### config.mk
export PLATFORM = sky130hd
export DESIGN_NAME = spm_serial_port
export DESIGN_NICKNAME = d
export VERILOG_FILES = /design/src/hdl/spm_pkg.sv /design/src/hdl/spm_serial_port.sv
export SDC_FILE = /design/constraint.sdc
export NUM_CORES = 1
export LEC_CHECK = 0
export ABC_AREA = 1
export BUFFER_PORTS_ARGS = -buffer_cell sky130_fd_sc_hd__clkbuf_2
export CAP_MARGIN = 20
export CORE_MARGIN = 10
export CORE_UTILIZATION = 45
export CTS_BUF_LIST = sky130_fd_sc_hd__clkbuf_4
export CTS_CLUSTER_SIZE = 28
export DETAILED_ROUTE_END_ITERATION = 7
export GPL_TIMING_DRIVEN = 0
export HOLD_SLACK_MARGIN = 0.12
export SLEW_MARGIN = 20
export SYNTH_ARGS = -nofsm -noshare
export SYNTH_HDL_FRONTEND = slang
export SYNTH_SLANG_ARGS = --single-unit
### constraint.sdc
create_clock -name mclk -period 7.57 [get_ports mclk]
set_input_delay 1.514 -clock mclk [delete_from_list [all_inputs] [get_ports mclk]]
set_output_delay 1.514 -clock mclk [all_outputs]
set_load 0.005 [all_outputs]
### src/hdl/spm_pkg.sv
/*
  Shared constants and types of the multiprocessor serial port.
  Assumes one clock, mclk, that also stands in for the device oscillator.
*/
package spm_pkg;
  // Special function register addresses
  localparam logic [7:0] SPM_CTRL_ADDR = 8'h98;
  localparam logic [7:0] SPM_BUF_ADDR_DEF = 8'h99;
  // Field positions in serial_control
  localparam int SPM_MODE0_POS = 7;
  localparam int SPM_MODE1_POS = 6;
  localparam int SPM_MPEN_POS = 5;
  localparam int SPM_RXEN_POS = 4;
  localparam int SPM_TX9_POS = 3;
  localparam int SPM_RX9_POS = 2;
  localparam int SPM_TXDONE_POS = 1;
  localparam int SPM_RXDONE_POS = 0;
  localparam logic [7:0] SPM_CTRL_RST = 8'h00;
  // Modes as {mode_select_bit0, mode_select_bit1}
  localparam logic [1:0] SPM_MODE_SYNC = 2'h0;
  localparam logic [1:0] SPM_MODE_UART8 = 2'h1;
  localparam logic [1:0] SPM_MODE_UART9F = 2'h2;
  // Shift clock: one bit per twelve oscillator cycles, rising edge at half
  localparam logic [3:0] SPM_SYNC_LAST = 4'hb;
  localparam logic [3:0] SPM_SYNC_HALF = 4'h6;
  // Sixteen sample ticks per async bit, sample point in the middle
  localparam logic [3:0] SPM_OS_MID = 4'h7;
  // Fixed-rate mode: tick every 4 (1/64) or 2 (1/32) oscillator cycles
  localparam logic [1:0] SPM_M2_SLOW_LAST = 2'h3;
  // Frame lengths in bits, start and stop included for async frames; sync frames are 8 data bits only
  localparam logic [3:0] SPM_FRAME8 = 4'ha;
  localparam logic [3:0] SPM_FRAME9 = 4'hb;
  localparam logic [3:0] SPM_SYNC_BITS = 4'h8;
  localparam int SPM_FIFO_DEPTH = 16;

  typedef enum logic [2:0] {
    SPM_TX_IDLE = 3'b001,
    SPM_TX_ASYNC = 3'b010,
    SPM_TX_SYNC = 3'b100
  } spm_tx_e;

  typedef enum logic [2:0] {
    SPM_RX_IDLE = 3'b001,
    SPM_RX_ASYNC = 3'b010,
    SPM_RX_SYNC = 3'b100
  } spm_rx_e;

  typedef struct packed {
    logic wr;
    logic rd;
    logic [7:0] addr;
    logic [7:0] wdata;
  } spm_sfr_s;

  typedef struct packed {
    logic ninth;
    logic [7:0] data;
  } spm_txw_s;
endpackage

### src/hdl/spm_serial_port.sv
/*
  Serial port with sync shift mode, three async modes, transmit FIFO,
  double-buffered receiver, framing error and ninth-bit address filter.
  Assumes all inputs are synchronous to mclk and baud_tick16 is a one-cycle
  pulse at sixteen times the variable bit rate.
*/
`timescale 1ns/1ns
`default_nettype none

module spm_fifo #(
  parameter int WIDTH = 9,
  parameter int DEPTH = 16
) (
  // Clock and reset
  input wire logic mclk,
  input wire logic rst,
  // Fill side
  input wire logic in_valid,
  input wire logic [WIDTH-1:0] in_data,
  output logic in_ready,
  // Drain side
  output logic out_valid,
  output logic [WIDTH-1:0] out_data,
  input wire logic out_ready
);
  localparam int AW = $clog2(DEPTH);
  logic [WIDTH-1:0] mem_q [DEPTH];
  logic [AW-1:0] wr_ptr_q, rd_ptr_q;
  logic [AW:0] count_q, count_d;
  logic push, pop;

  // Ready is a flop so that a full buffer refuses on the very next write
  assign push = in_valid && in_ready;
  assign pop = out_valid && out_ready;
  assign out_valid = (count_q != '0);
  assign out_data = mem_q[rd_ptr_q];
  assign count_d = count_q + {{AW{1'b0}}, push} - {{AW{1'b0}}, pop};

  // Pointers and occupancy
  always_ff @(posedge mclk or posedge rst) begin
    if (rst) begin
      wr_ptr_q <= '0;
      rd_ptr_q <= '0;
      count_q <= '0;
      in_ready <= 1'b1;
    end else begin
      if (push) wr_ptr_q <= wr_ptr_q + 1'b1;
      if (pop) rd_ptr_q <= rd_ptr_q + 1'b1;
      count_q <= count_d;
      in_ready <= (count_d != (AW+1)'(DEPTH));
    end
  end

  // Storage, no reset needed on data
  always_ff @(posedge mclk) begin
    if (push) mem_q[wr_ptr_q] <= in_data;
  end
endmodule

// Notes on behaviour
// - Transmit and receive run independently, concurrently, in async modes; sync mode waits for the other side to idle
// - Receiver accepts new frame before old read
// - Buffer write loads transmit, read gives receive
// - Sync mode: 8 bits LSB first, clock/12
// - Mode 1: start, 8 data, stop into ninth
// - Modes 2/3: start, 8 data, ninth, stop
// - Sent ninth bit is the software value
// - Mode 2 rate is osc/64 or osc/32
// - Mode 3 equals mode 2, variable rate
// - Any buffer write queues a transmission, except a write to a full queue, which is dropped
// - Sync receive starts when done clear, enabled
// - Async receive starts on start bit, enabled
// - Missing stop bit sets framing error
// - Framing error sticks until software clears
// - Control bit 7 is mode bit or error
// - Ninth bit one for address, zero data
// - Address filter passes only ninth-bit-one frames
module spm_serial_port
  import spm_pkg::*;
#(
  parameter logic [7:0] BUF_ADDR = SPM_BUF_ADDR_DEF,
  parameter int FIFO_DEPTH = SPM_FIFO_DEPTH
) (
  // Clock and reset
  input wire logic mclk,
  input wire logic rst,
  // Special function register access
  input wire spm_sfr_s sfr_req,
  output logic [7:0] sfr_rdata,
  output logic tx_fifo_ready,
  // Bits of power_control and the rate source
  input wire logic err_access_select,
  input wire logic baud_double,
  input wire logic baud_tick16,
  // Serial pins
  output logic txd,
  input wire logic rxd_in,
  output logic rxd_out,
  output logic rxd_oe,
  // Interrupt request
  output logic serial_irq
);
  logic [7:0] ctrl_q, ctrl_d, rx_buf_q;
  logic fe_q, fe_d;
  logic [1:0] mode;
  logic mode_sync, nine_mode, tick16, ctrl_wr, buf_wr;
  logic [3:0] sync_cnt_q;
  logic [1:0] m2_cnt_q;
  logic sync_fall, sync_rise, m2_tick, sync_clk_q, sync_active;
  spm_tx_e tx_state_q;
  logic [10:0] tx_shift_q;
  logic [3:0] tx_bits_q, tx_os_q;
  logic tx_line_q, tx_start, tx_end, tx_os_hit;
  spm_txw_s fifo_in, fifo_out;
  logic fifo_valid;
  spm_rx_e rx_state_q;
  logic [9:0] rx_shift_q;
  logic [3:0] rx_bits_q, rx_os_q;
  logic rxd_prev_q, rx_mid, async_end, sync_end, rx_store, rx_ferr;
  logic [7:0] rx_data;
  logic rx_ninth;

  // Mode and register decode
  assign mode = {ctrl_q[SPM_MODE0_POS], ctrl_q[SPM_MODE1_POS]};
  assign mode_sync = (mode == SPM_MODE_SYNC);
  assign nine_mode = mode[1];
  assign ctrl_wr = sfr_req.wr && (sfr_req.addr == SPM_CTRL_ADDR);
  assign buf_wr = sfr_req.wr && (sfr_req.addr == BUF_ADDR);

  // Rate dividers: sync clock phases and the fixed-rate sample tick
  assign sync_fall = (sync_cnt_q == 4'h0);
  assign sync_rise = (sync_cnt_q == SPM_SYNC_HALF);
  assign m2_tick = baud_double ? m2_cnt_q[0] : (m2_cnt_q == SPM_M2_SLOW_LAST);
  assign tick16 = (mode == SPM_MODE_UART9F) ? m2_tick : baud_tick16;

  always_ff @(posedge mclk or posedge rst) begin
    if (rst) begin
      sync_cnt_q <= 4'h0;
      m2_cnt_q <= 2'h0;
    end else begin
      sync_cnt_q <= (sync_cnt_q == SPM_SYNC_LAST) ? 4'h0 : sync_cnt_q + 4'h1;
      m2_cnt_q <= m2_cnt_q + 2'h1;
    end
  end

  // Transmit FIFO; a write while full is dropped, seen on tx_fifo_ready
  assign fifo_in = '{ninth: ctrl_q[SPM_TX9_POS], data: sfr_req.wdata};
  spm_fifo #(.WIDTH($bits(spm_txw_s)), .DEPTH(FIFO_DEPTH)) u_tx_fifo (
    .mclk(mclk),
    .rst(rst),
    .in_valid(buf_wr),
    .in_data(fifo_in),
    .in_ready(tx_fifo_ready),
    .out_valid(fifo_valid),
    .out_data(fifo_out),
    .out_ready(tx_start)
  );

  // Sync mode shares the pins, so a send waits for the receiver to idle
  assign tx_start = (tx_state_q == SPM_TX_IDLE) && fifo_valid &&
                    (!mode_sync || rx_state_q == SPM_RX_IDLE);
  assign tx_os_hit = tick16 && (tx_os_q == 4'h0);
  assign tx_end = ((tx_state_q == SPM_TX_ASYNC) && tx_os_hit && tx_bits_q == 4'h0) ||
                  ((tx_state_q == SPM_TX_SYNC) && sync_fall && tx_bits_q == 4'h0);

  // Transmitter
  always_ff @(posedge mclk or posedge rst) begin
    if (rst) begin
      tx_state_q <= SPM_TX_IDLE;
      tx_shift_q <= 11'h7ff;
      tx_bits_q <= 4'h0;
      tx_os_q <= 4'h0;
      tx_line_q <= 1'b1;
      rxd_out <= 1'b1;
      rxd_oe <= 1'b0;
    end else begin
      case (tx_state_q)
        SPM_TX_IDLE: begin
          tx_os_q <= 4'h0;
          if (tx_start && mode_sync) begin
            tx_shift_q <= {3'h7, fifo_out.data};
            tx_bits_q <= SPM_SYNC_BITS;
            tx_state_q <= SPM_TX_SYNC;
          end else if (tx_start) begin
            tx_shift_q <= {1'b1, nine_mode ? fifo_out.ninth : 1'b1, fifo_out.data, 1'b0};
            tx_bits_q <= nine_mode ? SPM_FRAME9 : SPM_FRAME8;
            tx_state_q <= SPM_TX_ASYNC;
          end
        end
        SPM_TX_ASYNC: begin
          if (tick16) tx_os_q <= tx_os_q + 4'h1;
          if (tx_end) begin
            tx_state_q <= SPM_TX_IDLE;
          end else if (tx_os_hit) begin
            tx_line_q <= tx_shift_q[0]; // LSB first
            tx_shift_q <= {1'b1, tx_shift_q[10:1]};
            tx_bits_q <= tx_bits_q - 4'h1;
          end
        end
        SPM_TX_SYNC: begin
          if (tx_end) begin
            rxd_oe <= 1'b0;
            rxd_out <= 1'b1;
            tx_state_q <= SPM_TX_IDLE;
          end else if (sync_fall) begin
            rxd_oe <= 1'b1;
            rxd_out <= tx_shift_q[0];
            tx_shift_q <= {1'b1, tx_shift_q[10:1]};
            tx_bits_q <= tx_bits_q - 4'h1;
          end
        end
        default: tx_state_q <= SPM_TX_IDLE;
      endcase
    end
  end

  // Shift clock on txd in sync mode, low half first; line otherwise
  assign sync_active = (tx_state_q == SPM_TX_SYNC && tx_bits_q != 4'h0) ||
                       (rx_state_q == SPM_RX_SYNC && rx_bits_q != 4'h0);
  always_ff @(posedge mclk or posedge rst) begin
    if (rst) begin
      sync_clk_q <= 1'b1;
      txd <= 1'b1;
    end else begin
      if (sync_fall && sync_active) sync_clk_q <= 1'b0;
      else if (sync_rise) sync_clk_q <= 1'b1;
      txd <= mode_sync ? ((sync_fall && sync_active) ? 1'b0 :
             (sync_rise ? 1'b1 : sync_clk_q)) : tx_line_q;
    end
  end

  // Receive completion; data and ninth bit sit differently per frame size
  assign rx_mid = tick16 && (rx_os_q == SPM_OS_MID);
  assign async_end = (rx_state_q == SPM_RX_ASYNC) && rx_mid && (rx_bits_q == 4'h1);
  assign sync_end = (rx_state_q == SPM_RX_SYNC) && sync_fall && (rx_bits_q == 4'h0);
  assign rx_data = mode_sync ? rx_shift_q[9:2] :
                   (nine_mode ? rx_shift_q[8:1] : rx_shift_q[9:2]);
  assign rx_ninth = nine_mode ? rx_shift_q[9] : rxd_in;
  // A full receive register makes the newer byte the one that is lost
  assign rx_store = !ctrl_q[SPM_RXDONE_POS] && (sync_end ||
                    (async_end && (!ctrl_q[SPM_MPEN_POS] || rx_ninth)));
  assign rx_ferr = async_end && !rxd_in;

  // Receiver
  always_ff @(posedge mclk or posedge rst) begin
    if (rst) begin
      rx_state_q <= SPM_RX_IDLE;
      rx_shift_q <= 10'h000;
      rx_bits_q <= 4'h0;
      rx_os_q <= 4'h0;
      rxd_prev_q <= 1'b1;
      rx_buf_q <= 8'h00;
    end else begin
      rxd_prev_q <= rxd_in;
      if (rx_store) rx_buf_q <= rx_data;
      case (rx_state_q)
        SPM_RX_IDLE: begin
          rx_os_q <= 4'h0;
          if (mode_sync && ctrl_q[SPM_RXEN_POS] && !ctrl_q[SPM_RXDONE_POS] &&
              tx_state_q == SPM_TX_IDLE && !fifo_valid) begin
            rx_bits_q <= SPM_SYNC_BITS;
            rx_state_q <= SPM_RX_SYNC;
          end else if (!mode_sync && ctrl_q[SPM_RXEN_POS] && rxd_prev_q && !rxd_in) begin
            rx_bits_q <= nine_mode ? SPM_FRAME9 : SPM_FRAME8;
            rx_state_q <= SPM_RX_ASYNC;
          end
        end
        SPM_RX_ASYNC: begin
          if (tick16) rx_os_q <= rx_os_q + 4'h1;
          if (rx_mid) begin
            rx_bits_q <= rx_bits_q - 4'h1;
            rx_shift_q <= {rxd_in, rx_shift_q[9:1]};
            // A start bit that is high again at mid-bit was a glitch
            if (async_end || (rx_bits_q == SPM_FRAME8 && !nine_mode && rxd_in) ||
                (rx_bits_q == SPM_FRAME9 && nine_mode && rxd_in)) begin
              rx_state_q <= SPM_RX_IDLE;
            end
          end
        end
        SPM_RX_SYNC: begin
          if (sync_end) begin
            rx_state_q <= SPM_RX_IDLE;
          end else if (sync_rise && !sync_clk_q && rx_bits_q != 4'h0) begin
            rx_shift_q <= {rxd_in, rx_shift_q[9:1]};
            rx_bits_q <= rx_bits_q - 4'h1;
          end
        end
        default: rx_state_q <= SPM_RX_IDLE;
      endcase
    end
  end

  // Control register; hardware sets beat a software clear in the same cycle
  assign ctrl_d = {
    (ctrl_wr && !err_access_select) ? sfr_req.wdata[7] : ctrl_q[7],
    ctrl_wr ? sfr_req.wdata[6:3] : ctrl_q[6:3],
    rx_store ? (mode_sync ? 1'b0 : rx_ninth) :
      (ctrl_wr ? sfr_req.wdata[2] : ctrl_q[2]),
    tx_end ? 1'b1 : (ctrl_wr ? sfr_req.wdata[1] : ctrl_q[1]),
    rx_store ? 1'b1 : (ctrl_wr ? sfr_req.wdata[0] : ctrl_q[0])
  };
  assign fe_d = rx_ferr ? 1'b1 :
                ((ctrl_wr && err_access_select) ? sfr_req.wdata[7] : fe_q);

  always_ff @(posedge mclk or posedge rst) begin
    if (rst) begin
      ctrl_q <= SPM_CTRL_RST;
      fe_q <= 1'b0;
    end else begin
      ctrl_q <= ctrl_d;
      fe_q <= fe_d;
    end
  end

  // Registered read port and interrupt request
  always_ff @(posedge mclk or posedge rst) begin
    if (rst) begin
      sfr_rdata <= 8'h00;
      serial_irq <= 1'b0;
    end else begin
      if (sfr_req.rd && sfr_req.addr == SPM_CTRL_ADDR) begin
        sfr_rdata <= {err_access_select ? fe_q : ctrl_q[7], ctrl_q[6:0]};
      end else if (sfr_req.rd && sfr_req.addr == BUF_ADDR) begin
        sfr_rdata <= rx_buf_q;
      end else if (sfr_req.rd) begin
        sfr_rdata <= 8'h00;
      end
      serial_irq <= ctrl_d[SPM_TXDONE_POS] || ctrl_d[SPM_RXDONE_POS];
    end
  end
endmodule

`default_nettype wire

### Yosys cells after proc, flatten, opt, wreduce, memory -nomap -nowiden

Memories as Yosys holds them, arrays and structs flattened.
Cells that the tools add are included.

| storage, ports and cells | value |
|---|---|
| flip-flop bits (word level) | 95 |
| memory bits (writable) | 144 |
| input bits | 24 |
| output and inout port bits | 13 |
| logic and storage cells | 222 |
| memories | 1 |

Memory list:

| memory | words | width | rd ports | clocked after memory_dff | wr ports | line | text |
|---|---|---|---|---|---|---|---|
| u_tx_fifo.mem_q | 16 | 9 | 1 | 0 | 1 | spm_serial_port.sv:27 | `logic [WIDTH-1:0] mem_q [DEPTH];` |

| cells by class | value |
|---|---|
| add/sub/neg operators | 10 |
| equality and inequality tests | 31 |
| mux-type cells | 68 |
| bitwise logic cells | 1 |
| reductions and logical operators | 83 |

Operators by type and width:

| operator | count |
|---|---|
| $mux W11 | 6 |
| $mux W4 | 14 |
| $logic_and A1 B1 Y1 | 40 |
| $mux W8 | 5 |
| $pmux W11 S3 | 1 |
| $mux W10 | 3 |
| $mux W1 | 24 |
| $mux W3 | 8 |
| $pmux W4 S3 | 2 |
| $add A4 B1 Y4 const B | 5 |
| $pmux W10 S2 | 1 |
| $ne A2 B2 Y1 const B | 9 |
| $eq A8 B8 Y1 const B | 2 |
| $logic_not A4 Y1 | 4 |
| $pmux W4 S2 | 2 |
| $eq A4 B4 Y1 const B | 3 |
| $reduce_bool A2 Y1 | 6 |
| $pmux W3 S3 | 1 |
| $reduce_bool A3 Y1 | 3 |
| $eq A4 B3 Y1 const B | 2 |
| $logic_not A1 Y1 | 8 |
| $logic_or A1 B1 Y1 | 8 |
| $reduce_and A2 Y1 | 4 |
| $reduce_and A4 Y1 | 2 |
| 22 further kinds | 30 |

### Longest topological paths before layout

Gate-level depths: netlist (run 1).

| logic depth | value |
|---|---|
| depth after elaboration | 11 |
| mapped depth | 14 |
| depth with buffers taken out | 14 |

### Cells and area by module

A second synthesis (run 1) with hierarchy kept.

| unflattened totals | value |
|---|---|
| cell total of the unflattened synthesis | 1235 |
| area, all modules | 11315.9 sq um |

Modules (own cells, without submodules):

| module | instances | cells each | area each (sq um) | sequential area each (sq um) |
|---|---|---|---|---|
| spm_fifo | 1 | 681 | 7023.0 | 4675.7 |
| spm_serial_port | 1 | 554 | 4292.9 | 1998.2 |

### Worst setup path after synthesis (run 1)

Ideal clock, no wire load.

| timing | value |
|---|---|
| path kind | in2reg |
| start point | input sfr_req[9] (netlist name) |
| end point | register u_tx_fifo.in_ready |
| library setup time | 0.086 ns |
| arrival time | 3.335 ns |
| data required time | 7.484 ns |
| setup slack | 4.149 ns |
| cell stages on the path | 12 |
| buffers on the path | 1 |
| path through | nor2_1 > nand2_1 > nor3_1 > and3_1 > buf_2 > ha_1 > inv_1 > fa_1 > o21ai_0 > a21oi_1 > xor2_1 > nand2_1 |

| between the ends | value |
|---|---|
| word-level cells in the longest chain between the ends | 6 |

RTL lines:

| what | line | text |
|---|---|---|
| from (decl) | spm_serial_port.sv:88 | `input wire spm_sfr_s sfr_req,` |
| $eq A8 B8 Y1 | spm_serial_port.sv:128 | `assign buf_wr = sfr_req.wr && (sfr_req.addr == BUF_ADDR);` |
| $logic_and A1 B1 Y1 | spm_serial_port.sv:128 |  |
| $logic_and A1 B1 Y1 | spm_serial_port.sv:33 | `assign push = in_valid && in_ready;` |
| via u_tx_fifo.push | spm_serial_port.sv:30 | `logic push, pop;` |
| $add A5 B1 Y5 | spm_serial_port.sv:37 | `assign count_d = count_q + {{AW{1'b0}}, push} - {{AW{1'b0}}, pop};` |
| $sub A5 B1 Y5 | spm_serial_port.sv:37 |  |
| via u_tx_fifo.count_d[4] | spm_serial_port.sv:29 | `logic [AW:0] count_q, count_d;` |
| $ne A5 B5 Y1 | spm_serial_port.sv:50 | `in_ready <= (count_d != (AW+1)'(DEPTH));` |
| to (signal assigned) | spm_serial_port.sv:50 |  |
| to (decl) | spm_serial_port.sv:20 | `output logic in_ready,` |

The timed path passes the listed nets, and every way through them passes these cells.
A chain may end at the register's enable or synchronous reset.

### Worst setup path in the final report (run 1)

| timing | value |
|---|---|
| start point | input sfr_req[9] (netlist name) |
| end point | memory u_tx_fifo.mem_q[14][2] (enable) |

| between the ends | value |
|---|---|
| word-level cells in the longest chain between the ends | 5 |

RTL lines:

| what | line | text |
|---|---|---|
| $eq A8 B8 Y1 | spm_serial_port.sv:128 |  |
| $logic_and A1 B1 Y1 | spm_serial_port.sv:128 |  |
| $logic_and A1 B1 Y1 | spm_serial_port.sv:33 |  |
| via u_tx_fifo.push | spm_serial_port.sv:30 |  |
| $mux W1 | spm_serial_port.sv:56 | `if (push) mem_q[wr_ptr_q] <= in_data;` |
| $mux W1 (not written as such) | spm_serial_port.sv:56 |  |
| to (decl) | spm_serial_port.sv:27 |  |

The timed path passes the listed nets, and every way through them passes these cells.

==> run summary, run 1 <==
* **minimum setup slack in the final design** 4370 ps
* **maximum number of buffers from clock root to sink** 3
* **final wirelength** 26900 µm
* **number of synthesis warnings** 0
* **skew final** 59.3 ps
* **wire length of the first global-routing pass** 42300 µm
* **clock latency at the later pin of the worst-skew pair** 730 ps
* **met3 track utilization from global routing** 3.73%
* **dominant cells by area after synthesis** edfxtp_1, dfrtp_1, nand2_1
* **Slew headroom** 28.3%
* **highest attainable clock frequency** 313 MHz
* **Post-CTS Repair Setup Buffers** 0
* **final sum of negative setup slack** 0 ps
* **FP Rows** 57
* **Worst Path Max Fanout** 9
* **placeable core area** 24200 µm²
* **highest-count cells in the layout ignoring fill and taps** nand2_1, inv_1, edfxtp_1, nand3_1, clkbuf_4
* **met2 usage in global routing** 26.7%
* **buffer type at the clock tree root** clkbuf_4
* **part of the cycle the worst path needs** 42.2%
* **leading register cell type out of synthesis** edfxtp_1
* **critical path class** input pin to register
* **number of design-rule violations left by the first detailed-router iteration** 588
* **Placer Congestion** 0.838
* **pwr/cell area** 338 nW/µm²
* **fraction of layout instances using a drive strength above 1** 15.0%
* **sequential fraction of the synthesis area** 60.3%
* **I/O pin total** 37
* **synthesized area divided by synthesized cell count** 9.39 µm²
* **synthesis-to-finish area growth** 12.9%
* **met1 Usage GRT** 23.8%
* **total grt overflow** 0
* **routed vias/inst** 4.99
* **estimated wirelength of the detail-placed design** 18200 µm
* **Post-Layout Inst Area** 12500 µm²
* **Unique masters post-synth** 45
* **number of setup violations in the final report** 0
* **Die Wd** 177 µm
* **result of the run** complete, no violations
* **Tightest Hold Check Type** register to register
* **post-synthesis cell type with the largest combined area** edfxtp_1
* **TritonCTS buffer count** 61
* **Syn Std Cell Area** 11100 µm²
* **CTS HTree Levels** 2
* **fin nets** 1330
* **slew of the pin with the lowest slew margin** 1070 ps
* **IO buf count** 36
* **DR vias** 8255
* **worst hold slack after final layout** 446 ps
* **post-placement setup slack** 3610 ps
* **Post-Place Cell Area** 11700 µm²
* **Die Ht** 177 µm
* **post-detailed-route DRC marker count** 0
* **busiest layer in global routing** met2
* **required time at the worst-slack endpoint** 7860 ps
* **via count of the first global-routing pass** 7955
* **Finished Layout Cells** 1655
* **Register-to-Register Path Depth** 13
* **Hold Path Depth** 1
* **clock transition at the register clock pins on the worst setup and hold paths after CTS** 60 ps
* **number of resized instances in the post-cts repair step** 0
* **count of nets left with antenna violations after detail routing** 0
* **Placed Cells** 1541
* **clock period minus worst slack** 3200 ps
* **setup repair after global routing missed its margin** no
* **clock tree from TritonCTS** built
* **count of hold buffers inserted by post-cts repair** 0
* **maximum VDD drop** 0.170 mV
* **All-Layer GR Usage** 17.2%
* **WL/cell** 16.2 µm
* **largest net degree at the start of global routing** 70
* **fraction of the core area covered by cells at the end of the flow** 51.5%
* **endpoint arrival time on the critical path** 3490 ps
* **full die area** 31300 µm²
* **starting utilization of the core area** 45.7%
* **number of clock sinks** 237
* **Leak** 5.67 nW
* **post-synth net total** 1229
* **post-layout power** 4.23 mW
* **EDFF count, synth** 144
* **number of antenna violations at the first check in global routing** 1
* **kind of start point of the critical path** input pin
* **Final Hold Viols** 0
* **portion of synthesized cell area occupied by the leading cell type** 39.1%
* **First-pass DRT Iterations** 5
* **Max Transition Viols Final** 0
* **FFs w/ async S/R, synth** 39.2%
* **FF+latch count, synth** 237
* **max-capacitance violation count** 0
* **count of mapped cells out of synthesis** 1179
* **most common cell after layout, fill and taps aside** nand2_1
* **critical path endpoint category** register
-- critical path, cell delays in order --
cell,delay [ps]
clkbuf_2,80
nor2_1,80
nand2_1,70
nor3_1,420
and3_1,220
buf_2,150
nand2_1,130
nor2_1,820
-- synthesized netlist by cell type, types with 9 or more instances --
| cell | number |
|---|---|
| nand4_1 | 9 |
| xor2_1 | 10 |
| buf_2 | 10 |
| o21ai_0 | 45 |
| a21oi_1 | 11 |
| dfrtp_1 | 75 |
| o211ai_1 | 13 |
| nand3_1 | 132 |
| clkbuf_1 | 24 |
| ha_1 | 25 |
| nor2_1 | 57 |
| inv_1 | 155 |
| dfstp_2 | 18 |
| edfxtp_1 | 144 |
| o21ai_1 | 11 |
| nand2_1 | 378 |
-- state kept, by name, indices dropped and copies added, names as in the netlist, 2 cells and up --
register            count
tx_shift_q             10
sfr_rdata               8
rx_bits_q               4
rx_state_q              3
m2_cnt_q                2
u_tx_fifo.count_q       5
tx_os_q                 4
tx_state_q              3
sync_cnt_q              4
ctrl_q                  8
tx_bits_q               4
u_tx_fifo.wr_ptr_q      4
rx_shift_q              9
u_tx_fifo.rd_ptr_q      4
rx_buf_q                8
rx_os_q                 4
u_tx_fifo.mem_q       144
-- power breakdown --
group | switching (mW) | leakage [nW] | internal (mW) | total (mW)
combinational | 1.03 | 2.76 | 0.473 | 1.51
sequential | 0.0904 | 2.43 | 1.53 | 1.62
clock | 0.530 | 0.474 | 0.571 | 1.10
total | 1.65 | 5.67 | 2.57 | 4.23
-- logic make-up after synthesis --
logic type               count (synthesis)  share of synthesized area (%)
flip-flops                             237                           60.3
XOR/XNOR                                13                           1.03
AND/OR/NAND/NOR                        608                           23.6
buffers and inverters                  204                           7.24
AO/OA/AOI/OAI                           91                           4.83
adder cells (fa/ha/maj)                 26                           3.01
-- per-layer routing --
metal	vias to the layer above	part of all wire (%)
met3	40	6.1
met2	214	46
met4	0	1.6
met1	3929	47
li1	4072	-
met5	-	0
-- final timing paths --
path	start	end	slack (ps)
worst max register to register	rx_state_q[0]	u_tx_fifo.in_ready	4680
max in group asynchronous	rst	tx_shift_q[9]	6130
worst max-delay path	sfr_req[9]	u_tx_fifo.mem_q[14][2]	4370
worst min-delay path	m2_cnt_q[0]	m2_cnt_q[0]	450
worst min register to register	m2_cnt_q[0]	m2_cnt_q[0]	450
min in group asynchronous	rst	u_tx_fifo.rd_ptr_q[2]	750
-- final cells by class --
class	instances	area, µm²
Clock inverter	25	131
Inverter	167	637
Sequential cell	237	6670
Timing Repair Buffer	38	215
Antenna cell	1	2.50
Fill cell	2314	11800
Buffer	37	170
Clock buffer	88	661
Multi-Input combinational cell	738	3600
Tap cell	324	405
(Power assumes the default switching activity.)
==> run 2: changes to the inputs <==
ABC_AREA = 0   (was 1)
clock period = 2.6 ns   (was 7.57 ns; I/O delays follow)
==> run summary, run 2 <==
* **Finished Layout Cells** 1156, was 1655
* **Worst Min Path Start** err_access_select, was m2_cnt_q[0]
* **IO buf count** 35, was 36
* **clock transition at the register clock pins on the worst setup and hold paths after CTS** 70 ps, was 60 ps
* **maximum VDD drop** 0.534 mV, was 0.170 mV
* **leading register cell type out of synthesis** edfxtp_1, unchanged
* **R2R Path Start** rx_state_q[0], unchanged
* **estimated wirelength of the detail-placed design** 16000 µm, was 18200 µm
* **wire length of the first global-routing pass** 37400 µm, was 42300 µm
* **number of synthesis warnings** 0, unchanged
* **count of nets left with antenna violations after detail routing** 0, unchanged
* **flip-flop count of the largest register after layout** 144, unchanged
* **number of setup violations in the final report** 2, was 0
* **Unique masters post-synth** 68, was 45
* **I/O pin total** 37, unchanged
* **EDFF count, synth** 144, unchanged
* **Slew headroom** 32.5%, was 28.3%
* **Placer Congestion** 0.801, was 0.838
* **worst reg2reg setup slack** -130 ps, was 4680 ps
* **WL/cell** 20.6 µm, was 16.2 µm
* **highest attainable clock frequency** 366 MHz
* **All-Layer GR Usage** 16.4%, was 17.2%
* **First-pass DRT Iterations** 5, unchanged
* **clock tree from TritonCTS** built, unchanged
* **clock period minus worst slack** 2730 ps
* **Final Hold Viols** 0, unchanged
* **number of clock sinks** 237, unchanged
* **final sum of negative setup slack** -208 ps, was 0 ps
* **Leak** 4.85 nW, was 5.67 nW
* **number of design-rule violations left by the first detailed-router iteration** 321, was 588
* **kind of start point of the critical path** register, was input pin
* **slew of the pin with the lowest slew margin** 1010 ps, was 1070 ps
* **count of mapped cells out of synthesis** 692, was 1179
* **skew final** 62.5 ps, was 59.3 ps
* **critical path class** register to register, was input pin to register
* **Worst Path Max Fanout** 2, was 9
* **register containing the most flip-flops in the final layout** u_tx_fifo.mem_q, unchanged
* **buffer type at the clock tree root** clkbuf_4, unchanged
* **highest-count cells in the layout ignoring fill and taps** edfxtp_1, clkbuf_4, dfrtp_1, clkbuf_2, mux4_2, was nand2_1, inv_1, edfxtp_1, nand3_1, clkbuf_4
* **full die area** 29700 µm², was 31300 µm²
* **DR vias** 6426, was 8255
* **FP Rows** 55, was 57
* **endpoint of the worst register-to-register path** u_tx_fifo.in_ready, unchanged
* **fraction of layout instances using a drive strength above 1** 38.4%, was 15.0%
* **via count of the first global-routing pass** 6800, was 7955
* **largest net degree at the start of global routing** 29, was 70
* **required time at the worst-slack endpoint** 3200 ps, was 7860 ps
* **placeable core area** 22700 µm², was 24200 µm²
* **Hold Path Depth** 3, was 1
* **max-capacitance violation count** 0, unchanged
* **setup repair after global routing missed its margin** yes, was no
* **fraction of the core area covered by cells at the end of the flow** 55.3%, was 51.5%
* **Commonest cells post-synth** edfxtp_1, dfrtp_1, inv_1, was nand2_1, inv_1, edfxtp_1
* **endpoint arrival time on the critical path** 3330 ps, was 3490 ps
* **sequential fraction of the synthesis area** 63.9%, was 60.3%
* **number of antenna violations at the first check in global routing** 1, unchanged
* **registers with the most flip-flops** u_tx_fifo.mem_q x144, tx_shift_q x10, rx_shift_q x9, unchanged
* **result of the run** complete, but fails checks, was complete, no violations
* **pwr/cell area** 972 nW/µm², was 338 nW/µm²
* **synthesis-to-finish area growth** 20.2%, was 12.9%
* **most common cell after layout, fill and taps aside** edfxtp_1, was nand2_1
* **count of filler cells inserted in the layout** 1841, was 2314
* **clock latency at the later pin of the worst-skew pair** 680 ps, was 730 ps
* **maximum number of buffers from clock root to sink** 3, unchanged
* **capture endpoint of the worst hold path** ctrl_q[7], was m2_cnt_q[0]
* **dominant cells by area after synthesis** edfxtp_1, dfrtp_1, mux4_2, was edfxtp_1, dfrtp_1, nand2_1
* **minimum setup slack in the final design** -135 ps, was 4370 ps
* **fin nets** 879, was 1330
* **Die Wd** 172 µm, was 177 µm
* **post-synthesis cell type with the largest combined area** edfxtp_1, unchanged
* **starting utilization of the core area** 46.0%, was 45.7%
* **portion of synthesized cell area occupied by the leading cell type** 41.4%, was 39.1%
* **critical path endpoint category** register, unchanged
* **library cell with the highest instance count after synthesis** edfxtp_1, was nand2_1
* **TritonCTS buffer count** 66, was 61
* **synthesized area divided by synthesized cell count** 15.1 µm², was 9.39 µm²
* **Max Transition Viols Final** 0, unchanged
* **post-synth net total** 742, was 1229
* **total grt overflow** 0, unchanged
* **final wirelength** 23800 µm, was 26900 µm
* **Register-to-Register Path Depth** 14, was 13
* **Placed Cells** 1018, was 1541
* **Tightest Hold Check Type** input pin to register, was register to register
* **FFs w/ async S/R, synth** 39.2%, unchanged
* **failing checks** setup timing
* **Die Ht** 172 µm, was 177 µm
* **Syn Std Cell Area** 10400 µm², was 11100 µm²
* **post-detailed-route DRC marker count** 0, unchanged
* **FF+latch count, synth** 237, unchanged
* **part of the cycle the worst path needs** 105%
* **routed vias/inst** 5.56, was 4.99
* **CTS HTree Levels** 3, was 2
==> run 2: metal layers <==
| metal | wire length [µm] | global-route usage, % | up-vias |
|---|---|---|---|
| li1 | - | - | 2952 |
| met1 | 10400 | 20.8 | 3288 |
| met2 | 12100 | 27.1 | 148 |
| met3 | 980 | 3.63 | 38 |
| met4 | 414 | 6.18 | 0 |
| met5 | 0 | 0 | - |
==> run 2: worst max-delay path, stage by stage (launching register included) <==
cell and delay [ps]:
dfstp_2 530, or3b_4 400, a211oi_4 250, buf_12 150
ha_4 190, inv_2 60, ha_4 130, inv_2 40
fa_2 370, inv_2 60, a21oi_2 40, nor2_1 100
nor2_1 60, xnor2_1 190, nand2_1 80
==> run 2: cell families after synthesis <==
family | Yosys count | share of synthesized area (%)
AO/OA/AOI/OAI | 87 | 5.87
XOR/XNOR | 16 | 1.34
adder cells (fa/ha/maj) | 26 | 3.19
buffers and inverters | 67 | 2.65
flip-flops | 237 | 63.9
multiplexers | 98 | 14.6
AND/OR/NAND/NOR | 161 | 8.42
==> run 2: what timing repair did <==
action                                 CTS  global route
gates resized for setup                 33            37
hold buffers                             2             0
pin swaps                               11            18
setup endpoints to repair              100           143
setup buffers                           19            12
gates cloned                             1             0
endpoints found under the hold margin   14             0
==> run 2: how the worst max path moves through the flow <==
stage / cells past startpoint / start / to
final: 14 / rx_state_q[0] / u_tx_fifo.in_ready
after global routing: 14 / rx_state_q[0] / u_tx_fifo.in_ready
after CTS: 6 / u_tx_fifo.in_ready / u_tx_fifo.mem_q[15][0]
after detailed placement: 8 / sfr_req[8] / u_tx_fifo.mem_q[15][4]
after global placement: 6 / sfr_req[8] / u_tx_fifo.mem_q[2][3]
after floorplan: 14 / rx_state_q[0] / u_tx_fifo.in_ready
==> run 2: power by group <==
part / internal, mW / switching (mW)
clock: 1.76 / 1.53
sequential: 4.40 / 0.321
combinational: 2.07 / 2.11
total: 8.24 / 3.96
==> run 2: cell type report <==
cell class / instances / area [µm²] / area share (%)
antenna: 1 / 2.50 / 0.0199
buffer: 24 / 146 / 1.17
clock buffer: 94 / 706 / 5.62
clock inverter: 15 / 104 / 0.828
inverter: 40 / 158 / 1.26
multi-input combinational: 388 / 3800 / 30.3
sequential: 237 / 6670 / 53.2
tap: 285 / 357 / 2.84
timing repair buffer: 72 / 604 / 4.82
==> run 2: metrics by stage <==
step / power, mW / setup WS [ps] / hold WS [ps] / cell area, µm²
finish: 12.2 / -135 / 292 / 12500
global route: 13.0 / -262 / 262 / 12500
CTS: 12.1 / -238 / 255 / 12200
detailed placement: 8.31 / -841 / 443 / 11100
global placement: 8.17 / -1550 / 428 / 11000
floorplan: 7.36 / -245 / 416 / 10500
